<file path="src/common/irq_prio_regs.svh">
// Register offsets, field positions, reset values and timing counts of the priority unit.
// Assumes an AXI4-Lite byte address of which only the low eight bits are decoded.
`ifndef IRQ_PRIO_REGS_SVH
`define IRQ_PRIO_REGS_SVH

`define IRQ_ADDR_W 8
`define IRQ_ENABLE_OFFSET 8'ha8
`define IRQ_PRIORITY_OFFSET 8'hb8
`define IRQ_STATUS_OFFSET 8'hc0

`define IRQ_ENABLE_RESET 8'h00
`define IRQ_PRIORITY_RESET 6'h00

`define GLOBAL_IRQ_ENABLE_BIT 7
`define SPARE_SOFTWARE_FLAG_BIT 6
`define TIMER2_IRQ_ENABLE_BIT 5
`define SERIAL_IRQ_ENABLE_BIT 4
`define TIMER1_IRQ_ENABLE_BIT 3
`define EXT1_IRQ_ENABLE_BIT 2
`define TIMER0_IRQ_ENABLE_BIT 1
`define EXT0_IRQ_ENABLE_BIT 0

`define SOURCE_COUNT 6
`define DETECT_CYCLES 3'd1
`define CALL_CYCLES 3'd4
`define VECTOR_BASE 16'h0003
`define VECTOR_STEP_SHIFT 3

`define AXI_RESP_OKAY 2'b00
`define AXI_RESP_SLVERR 2'b10

`endif

</file>
<file path="src/common/irq_prio_pkg.sv">
// Types shared by the priority unit and its bench.
// Assumes irq_prio_regs.svh supplies the numeric constants.
package irq_prio_pkg;

  typedef struct packed {
    logic awvalid;
    logic [7:0] awaddr;
    logic wvalid;
    logic [31:0] wdata;
    logic [3:0] wstrb;
    logic bready;
    logic arvalid;
    logic [7:0] araddr;
    logic rready;
  } axil_req_type;

  typedef struct packed {
    logic awready;
    logic wready;
    logic bvalid;
    logic [1:0] bresp;
    logic arready;
    logic rvalid;
    logic [31:0] rdata;
    logic [1:0] rresp;
  } axil_resp_type;

  // Pending flags as raised by the peripherals, already in the system clock domain.
  typedef struct packed {
    logic timer2_overflow_flag;
    logic serial_transmit_done;
    logic serial_receive_done;
    logic timer1_overflow_flag;
    logic external_request_1;
    logic timer0_overflow_flag;
    logic external_request_0;
  } pending_flags_type;

  typedef struct packed {
    logic insn_done;
    logic return_from_interrupt;
  } sequencer_event_type;

  typedef struct packed {
    logic call_active;
    logic call_done;
    logic call_level;
    logic [2:0] source;
    logic [15:0] address;
  } vector_call_type;

  typedef enum logic [1:0] {
    SEQ_IDLE = 2'b01,
    SEQ_CALL = 2'b10
  } seq_state_type;

endpackage

</file>
<file path="src/hdl/irq_rank_picker.sv">
// Fixed-rank picker: returns the lowest-numbered set request.
// Assumes the requests are already qualified and registered by the caller.
module irq_rank_picker #(
  parameter int WIDTH = 6
) (
  input wire logic [WIDTH-1:0] i_request,
  output logic o_valid,
  output logic [2:0] o_index
);

  always_comb begin
    o_valid = 1'b0;
    o_index = 3'd0;
    // Scanning from the top down lets the lowest number win, which is the highest rank.
    for (int i = WIDTH - 1; i >= 0; i--) begin
      if (i_request[i]) begin
        o_valid = 1'b1;
        o_index = 3'(i);
      end
    end
  end

endmodule

</file>
<file path="src/hdl/irq_prio_unit.sv">
// Two-level interrupt priority and vector-call unit with its AXI4-Lite register slave.
// Assumes pending flags and sequencer strobes are synchronous to i_clk.
//
// How it works
// - Each source has its own priority bit choosing low or high level.
// - A pending high request preempts a running low-level routine.
// - A running high-level routine is never preempted by any request.
// - Reset clears every priority bit, so all sources start at low level.
// - Of simultaneous requests the high-level one is serviced first.
// - Requests sharing a level are arbitrated by fixed source rank.
// - All pending requests are sampled and decoded every clock cycle.
// - Fastest response is 1 detect cycle plus a 4-cycle vector call.
// - After a return from interrupt one more instruction runs before vectoring.
// - Worst unblocked response is 18 cycles; the sequencer's instruction timing sets it.
// - Equal or higher active level holds a request until return plus one instruction.
// - Enable register at 0xa8, resets to zero: global, spare flag, six enables.
// - Global enable low masks every source regardless of individual enables.
// - A serviced request produces a long call to the source's fixed vector.
// - A flag still set after return raises a new request at once.
// - Same-level rank follows source number, external 0 highest.
//
// Design decision made here: the AXI4-Lite slave port.
module irq_prio_unit (
  input wire logic i_clk,
  input wire logic i_rst_n,
  input wire irq_prio_pkg::axil_req_type i_axil,
  output irq_prio_pkg::axil_resp_type o_axil,
  input wire irq_prio_pkg::pending_flags_type i_flags,
  input wire irq_prio_pkg::sequencer_event_type i_seq,
  output irq_prio_pkg::vector_call_type o_vector,
  output logic [1:0] o_in_service
);
  import irq_prio_pkg::*;

`include "irq_prio_regs.svh"

  typedef struct packed {
    // Register bus slave.
    logic awready;
    logic wready;
    logic aw_full;
    logic w_full;
    logic [7:0] aw_addr;
    logic [7:0] w_byte;
    logic w_lane0;
    logic bvalid;
    logic [1:0] bresp;
    logic arready;
    logic rvalid;
    logic [31:0] rdata;
    logic [1:0] rresp;
    // Software-visible configuration.
    logic [7:0] irq_enable;
    logic [5:0] priority_select_reg;
    // Interrupt core.
    logic [5:0] detected;
    logic in_svc_low;
    logic in_svc_high;
    logic after_return;
    seq_state_type seq;
    logic [2:0] call_count;
    logic call_active;
    logic call_done;
    logic call_level;
    logic [2:0] call_source;
    logic [15:0] call_address;
  } unit_state_type;

  // Every field has a constant reset value, so the whole state clears in one assignment.
  localparam unit_state_type RESET_STATE = '{
    awready: 1'b0,
    wready: 1'b0,
    aw_full: 1'b0,
    w_full: 1'b0,
    aw_addr: 8'h00,
    w_byte: 8'h00,
    w_lane0: 1'b0,
    bvalid: 1'b0,
    bresp: `AXI_RESP_OKAY,
    arready: 1'b0,
    rvalid: 1'b0,
    rdata: 32'h0000_0000,
    rresp: `AXI_RESP_OKAY,
    irq_enable: `IRQ_ENABLE_RESET,
    priority_select_reg: `IRQ_PRIORITY_RESET,
    detected: 6'h00,
    in_svc_low: 1'b0,
    in_svc_high: 1'b0,
    after_return: 1'b0,
    seq: SEQ_IDLE,
    call_count: 3'd0,
    call_active: 1'b0,
    call_done: 1'b0,
    call_level: 1'b0,
    call_source: 3'd0,
    call_address: 16'h0000
  };

  unit_state_type state;
  unit_state_type next_state;

  // Request decode; each bit is one source, in rank order.
  logic [5:0] raw_request;
  logic [5:0] high_request;
  logic [5:0] low_request;
  logic high_valid;
  logic low_valid;
  logic [2:0] high_index;
  logic [2:0] low_index;
  logic [31:0] status_word;

  // Serial enable covers both serial flags; each timer enable sees only its own overflow.
  always_comb begin
    raw_request[0] = i_flags.external_request_0
      & state.irq_enable[`EXT0_IRQ_ENABLE_BIT];
    raw_request[1] = i_flags.timer0_overflow_flag
      & state.irq_enable[`TIMER0_IRQ_ENABLE_BIT];
    raw_request[2] = i_flags.external_request_1
      & state.irq_enable[`EXT1_IRQ_ENABLE_BIT];
    raw_request[3] = i_flags.timer1_overflow_flag
      & state.irq_enable[`TIMER1_IRQ_ENABLE_BIT];
    raw_request[4] = (i_flags.serial_receive_done | i_flags.serial_transmit_done)
      & state.irq_enable[`SERIAL_IRQ_ENABLE_BIT];
    raw_request[5] = i_flags.timer2_overflow_flag
      & state.irq_enable[`TIMER2_IRQ_ENABLE_BIT];
    if (!state.irq_enable[`GLOBAL_IRQ_ENABLE_BIT]) begin
      raw_request = 6'h00;
    end
  end

  // Split the registered requests by their level bit.
  assign high_request = state.detected & state.priority_select_reg;
  assign low_request = state.detected & ~state.priority_select_reg;

  // Two pickers run side by side so the level decision costs no extra cycle.
  // Only the six sources behind the first enable register are handled here.
  irq_rank_picker #(
    .WIDTH(`SOURCE_COUNT)
  ) u_high_picker (
    .i_request(high_request),
    .o_valid(high_valid),
    .o_index(high_index)
  );

  irq_rank_picker #(
    .WIDTH(`SOURCE_COUNT)
  ) u_low_picker (
    .i_request(low_request),
    .o_valid(low_valid),
    .o_index(low_index)
  );

  // Status is a read-only view of the live state; its upper bits read zero.
  assign status_word = {
    19'h00000,
    state.detected,
    state.call_source,
    state.after_return,
    state.call_active,
    state.in_svc_high,
    state.in_svc_low
  };

  always_comb begin
    logic take_high;
    logic take_low;
    logic boundary;
    logic [2:0] pick;
    logic do_write;
    take_high = 1'b0;
    take_low = 1'b0;
    boundary = 1'b0;
    pick = 3'd0;
    do_write = 1'b0;
    next_state = state;
    // The done strobe lasts one cycle unless the call logic raises it again below.
    next_state.call_done = 1'b0;

    // The sampled flags form the detect cycle of every response.
    next_state.detected = raw_request;

    // A flag left set keeps its bit in detected, so it asks again straight after return.
    // Vectoring is only considered at the end of an ordinary instruction; the return
    // itself never counts, so at least one more instruction runs first.
    boundary = i_seq.insn_done & ~i_seq.return_from_interrupt;

    // High requests win over low ones, and only an idle high level lets them in.
    take_high = high_valid & ~state.in_svc_high;
    take_low = low_valid & ~state.in_svc_high & ~state.in_svc_low;
    pick = take_high ? high_index : low_index;

    if (i_seq.return_from_interrupt) begin
      // The return closes the highest level in service and leaves a preempted low one.
      // A return with nothing in service leaves both levels clear.
      if (state.in_svc_high) begin
        next_state.in_svc_high = 1'b0;
      end else begin
        next_state.in_svc_low = 1'b0;
      end
      next_state.after_return = 1'b1;
    end else if (i_seq.insn_done) begin
      next_state.after_return = 1'b0;
    end

    unique case (state.seq)
      SEQ_IDLE: begin
        if (boundary && (take_high || take_low)) begin
          next_state.seq = SEQ_CALL;
          next_state.call_active = 1'b1;
          next_state.call_count = `CALL_CYCLES - 3'd1;
          next_state.call_level = take_high;
          next_state.call_source = pick;
          next_state.call_address = `VECTOR_BASE
            + {10'h000, pick, 3'b000};
          // Marking the level now makes a later request of the same or a lower level see this routine as running.
          if (take_high) begin
            next_state.in_svc_high = 1'b1;
          end else begin
            next_state.in_svc_low = 1'b1;
          end
        end
      end
      SEQ_CALL: begin
        // Requests raised during the call stay in detected and are weighed afterwards.
        if (state.call_count == 3'd0) begin
          next_state.seq = SEQ_IDLE;
          next_state.call_active = 1'b0;
          next_state.call_done = 1'b1;
        end else begin
          next_state.call_count = state.call_count - 3'd1;
        end
      end
      default: begin
        next_state.seq = SEQ_IDLE;
        next_state.call_active = 1'b0;
      end
    endcase

    // Write channel: address and data are taken in either order.
    // Only byte lane 0 carries register bits and there are no single-bit writes, so
    // software changes one enable by writing back the whole byte.
    if (i_axil.awvalid && state.awready) begin
      next_state.aw_full = 1'b1;
      next_state.aw_addr = i_axil.awaddr;
    end
    if (i_axil.wvalid && state.wready) begin
      next_state.w_full = 1'b1;
      next_state.w_byte = i_axil.wdata[7:0];
      next_state.w_lane0 = i_axil.wstrb[0];
    end
    if (state.bvalid && i_axil.bready) begin
      next_state.bvalid = 1'b0;
    end
    // A write completes only once both halves are held and the previous reply has gone.
    do_write = state.aw_full & state.w_full & ~state.bvalid;
    if (do_write) begin
      next_state.aw_full = 1'b0;
      next_state.w_full = 1'b0;
      next_state.bvalid = 1'b1;
      next_state.bresp = `AXI_RESP_OKAY;
      unique case ({state.aw_addr[7:2], 2'b00})
        `IRQ_ENABLE_OFFSET: begin
          if (state.w_lane0) begin
            next_state.irq_enable = state.w_byte;
          end
        end
        `IRQ_PRIORITY_OFFSET: begin
          if (state.w_lane0) begin
            next_state.priority_select_reg = state.w_byte[5:0];
          end
        end
        `IRQ_STATUS_OFFSET: begin
          // Status is read-only; the write is accepted and dropped.
          next_state.bresp = `AXI_RESP_OKAY;
        end
        default: begin
          next_state.bresp = `AXI_RESP_SLVERR;
        end
      endcase
    end
    next_state.awready = ~next_state.aw_full & ~next_state.bvalid;
    next_state.wready = ~next_state.w_full & ~next_state.bvalid;

    // Read channel: one read in flight, data one cycle after the address.
    if (state.rvalid && i_axil.rready) begin
      next_state.rvalid = 1'b0;
    end
    if (i_axil.arvalid && state.arready) begin
      next_state.rvalid = 1'b1;
      next_state.rresp = `AXI_RESP_OKAY;
      unique case ({i_axil.araddr[7:2], 2'b00})
        `IRQ_ENABLE_OFFSET: begin
          next_state.rdata = {24'h000000, state.irq_enable};
        end
        `IRQ_PRIORITY_OFFSET: begin
          next_state.rdata = {26'h0000000, state.priority_select_reg};
        end
        `IRQ_STATUS_OFFSET: begin
          next_state.rdata = status_word;
        end
        default: begin
          next_state.rdata = 32'h0000_0000;
          next_state.rresp = `AXI_RESP_SLVERR;
        end
      endcase
    end
    // Holding arready low while rvalid stands keeps a second read from overtaking the first.
    next_state.arready = ~next_state.rvalid;
  end

  // Reset is synchronous; nothing in the unit must act before the first clock edge.
  always_ff @(posedge i_clk) begin
    if (!i_rst_n) begin
      state <= RESET_STATE;
    end else begin
      state <= next_state;
    end
  end

  // Outputs are plain views of registered state, so none has a combinational path.
  assign o_axil = '{
    awready: state.awready,
    wready: state.wready,
    bvalid: state.bvalid,
    bresp: state.bresp,
    arready: state.arready,
    rvalid: state.rvalid,
    rdata: state.rdata,
    rresp: state.rresp
  };

  assign o_vector = '{
    call_active: state.call_active,
    call_done: state.call_done,
    call_level: state.call_level,
    source: state.call_source,
    address: state.call_address
  };

  assign o_in_service = {state.in_svc_high, state.in_svc_low};

endmodule

</file>
<file path="config.mk">
export PLATFORM = sky130hd
export DESIGN_NAME = irq_prio_unit
export DESIGN_NICKNAME = d
export VERILOG_FILES = /design/src/common/irq_prio_pkg.sv /design/src/hdl/irq_rank_picker.sv /design/src/hdl/irq_prio_unit.sv
export VERILOG_INCLUDE_DIRS = /design/src /design/src/common
export SDC_FILE = /design/constraint.sdc
export NUM_CORES = 1
export LEC_CHECK = 0
export ABC_CLOCK_PERIOD_IN_PS = 3400
export BUFFER_PORTS_ARGS = -buffer_cell sky130_fd_sc_hd__buf_2
export CAP_MARGIN = 20
export CORE_UTILIZATION = 40
export DETAILED_ROUTE_END_ITERATION = 8
export GPL_ROUTABILITY_DRIVEN = 0
export PLACE_DENSITY_LB_ADDON = 0.25
export SLEW_MARGIN = 20
export SYNTH_ARGS = -nofsm -noshare
export SYNTH_HDL_FRONTEND = slang
export SYNTH_SLANG_ARGS = --single-unit
</file>
<file path="constraint.sdc">
create_clock -name i_clk -period 3.4 [get_ports i_clk]
set_input_delay 0.68 -clock i_clk [delete_from_list [all_inputs] [get_ports i_clk]]
set_output_delay 0.68 -clock i_clk [all_outputs]
set_load 0.005 [all_outputs]
</file>
==> run metrics <==
status=finished clean; fin util=around 45%; clock network power share=a little over two fifths; CTS tree=yes; PwrDens=446.7 nW/um2; GRT overflow=0; Distinct cells, synth=50; post-route cell area=3764 um2; Core Area=8341 um2; crit-path max FO=8; sequential share of the synthesized area=40.60%; met1 Track Usage GR=20.68%; Worst setup EP type=flop; internal power=1289 uW; yosys warns=0; global routing's busiest layer=met2; Routed WL per cell=around 13 um; clock slew at the register clock pins of the worst setup and hold paths=about 80 ps; met2 Use GR=25.48%; CP required=3630 ps; Place WS=1156 ps; Gates resized, CTS repair=0; ant diodes=0; WP depth=5; Peak VDD IR=0.2043 mV; CTS Buffer Depth=2; Area contributors post-synth=dfxtp_1 41%, buf_4 14%, mux2i_1 5.7%; Finish-stage setup viols=0; Fin. Hold Viols=0; Syn Inst Count=383; Crit Path Class=flop to flop; Root Buffer=clkbuf_8; CP startpoint=o_axil[38]; H-tree level count=3; Tightest Pin Transition=854.4 ps; ys async rst share=0%; Worst R2R Path Depth=5; vias in the first global route=2288; first-pass GRT wire length=around 11 mm; Yosys top cell area share=around two fifths; post-CTS setup buffer count=0; Initial Utilization=between 40% and 50%; row cnt=33; CP bufs+invs=0; clk sinks=71; Yosys reg bits=71; layout cells sized above 1=21.90%; DRT iter0 DRCs=89; HP Class=flop to flop; Hold Crit Depth=2; number of port buffers=69; Switching Share=between 20% and 30%; Slew Limit Fails=0; largest net degree at the start of global routing=40; CP max stage delay=roughly 590 ps; synthesis-to-layout area growth=7.505%; fin nets=485; total power=about 1700 uW; post-layout min period=between 1500 and 2000 ps; RR Startpoint=o_axil[38]; DR DRC count=0; antenna-violating nets left=0; via count=2579; syn avg cell area=9.141 um2; Setup TNS Final=0 ps; DIE AREA=9130 um2; hold_buf cts=0; filler cell count=852; Placed Instance Area=~3500 um2; Ports=between 100 and 150; Fmax=519.0 MHz; net switching power=392.4 uW; initial antenna violation count=0; Worst setup SP type=flop; Post-DP HPWL=5.155 mm; part of the power in registers=a little over 50%; hold_sp=o_axil[14]; part of the power in combinational logic=6.7%; met3 Track Usage GR=under 10%; Final Cycle Share=a little under three fifths; Slew headroom=a little over two fifths; CTS buffer count=9; register area=1421 um2; CP max stage cell=and4b_1; Synth area leader=dfxtp_1; gr usage total=15.99%; # Max-Cap Violations=0; Via density=4.912; setup ws final=1473 ps; Leak=0.001687 uW; multi-input logic area=1628 um2; die width=95.55 um; Die Span Y=95.55 um; unrepaired setup endpoints after global routing=false; most frequent cells in the layout=71 x dfxtp_1, 69 x buf_2, 50 x nand2_1; commonest non-fill, non-tap cell in the layout=dfxtp_1; Routed WL=6.919 mm; Critical Path, Cell by Cell=nand3b_1 > nor3b_1 > and4b_1 > mux2i_1 > nor2b_1; Post-synth EDFFs=0; DRT Pass-1 Iters=4; Mapped Area=3501 um2; ys flop type=dfxtp_1; critical path's top delay family=simple AND/OR/NAND/NOR gates; clock latency on the worst-skew pair=340 ps; Arr. time, crit path=2150 ps; Max Clock Skew=11.95 ps
-- state kept, by name, indices dropped and copies added (netlist names) --
signal,flops
state,43
o_axil,20
o_in_service,2
o_vector,6
-- metal layers --
metal / vias up / share of wire [%]
met4: 0 / 0.66
met5: - / 0
met2: 73 / 47
met1: 1202 / 47
li1: 1299 / -
met3: 5 / 5.3
-- through the flow --
step / cells / hold WS, ps
CTS: 525 / 453.8
global route: 525 / 476.7
finish: 525 / 453.0
global placement: 509 / 438.7
floorplan: 414 / 420.8
detailed placement: 509 / 442.3
-- cell usage after synthesis (2+ instances only) --
master	number
or2_2	2
o211a_1	8
nand2_1	50
inv_1	4
dfxtp_1	71
mux2i_1	20
nand3_1	11
buf_4	66
buf_2	4
nand3b_1	3
o211ai_1	6
a21oi_1	8
nor2_1	7
o21ai_0	3
nor3b_1	4
and2_1	3
a221oi_1	2
clkbuf_1	10
and3_1	10
a21boi_0	20
and4b_1	2
a22oi_1	5
a21boi_1	6
nand2b_1	5
nor4bb_1	2
nand4_1	2
nor2b_1	22
o21a_1	4
ha_1	2
-- power by group through the flow --
stage / registers (uW) / logic (uW) / clock network, uW
after floorplan: 883 / 113 / 0
after global placement: 889 / 110 / 0
after detailed placement: 889 / 113 / 0
after CTS: 870 / 113 / 727
after global routing: 873 / 130 / 758
final: 870 / 112 / 699
-- cell families (layout without fill, tap and decap cells) --
kind of cell,after synthesis,count (layout),synth area share (%)
AND/OR/NAND/NOR,132,132,20.62
other,1,32,0.1071
multiplexers,20,20,5.718
buffers and inverters,84,90,16.23
flip-flops,71,71,40.60
AO/OA/AOI/OAI,72,72,15.76
XOR/XNOR,1,1,0.2502
adder cells (fa/ha/maj),2,2,0.7147
-- layout make-up --
cell class,instances,area share (%)
Timing Repair Buffer,70,9.375
Tap cell,105,3.491
Inverter,4,0.3989
Sequential cell,71,37.77
Clock buffer,11,4.023
Multi-Input combinational cell,259,43.25
Clock inverter,5,1.695
-- final timing paths --
check / end / slack, ps
setup / recovery: state[44] / 1470
hold / removal: o_axil[14] / 450
setup reg to reg: state[44] / 1470
hold reg to reg: o_axil[14] / 450
-- tightest hold or removal path, delay by kind of cell, from the launching register on --
kind | cells | cell delay (ps)
compound gates | 1 | 50
simple gates | 1 | 50
flops | 1 | 310
Note: power is estimated with default switching activity, not from simulation.
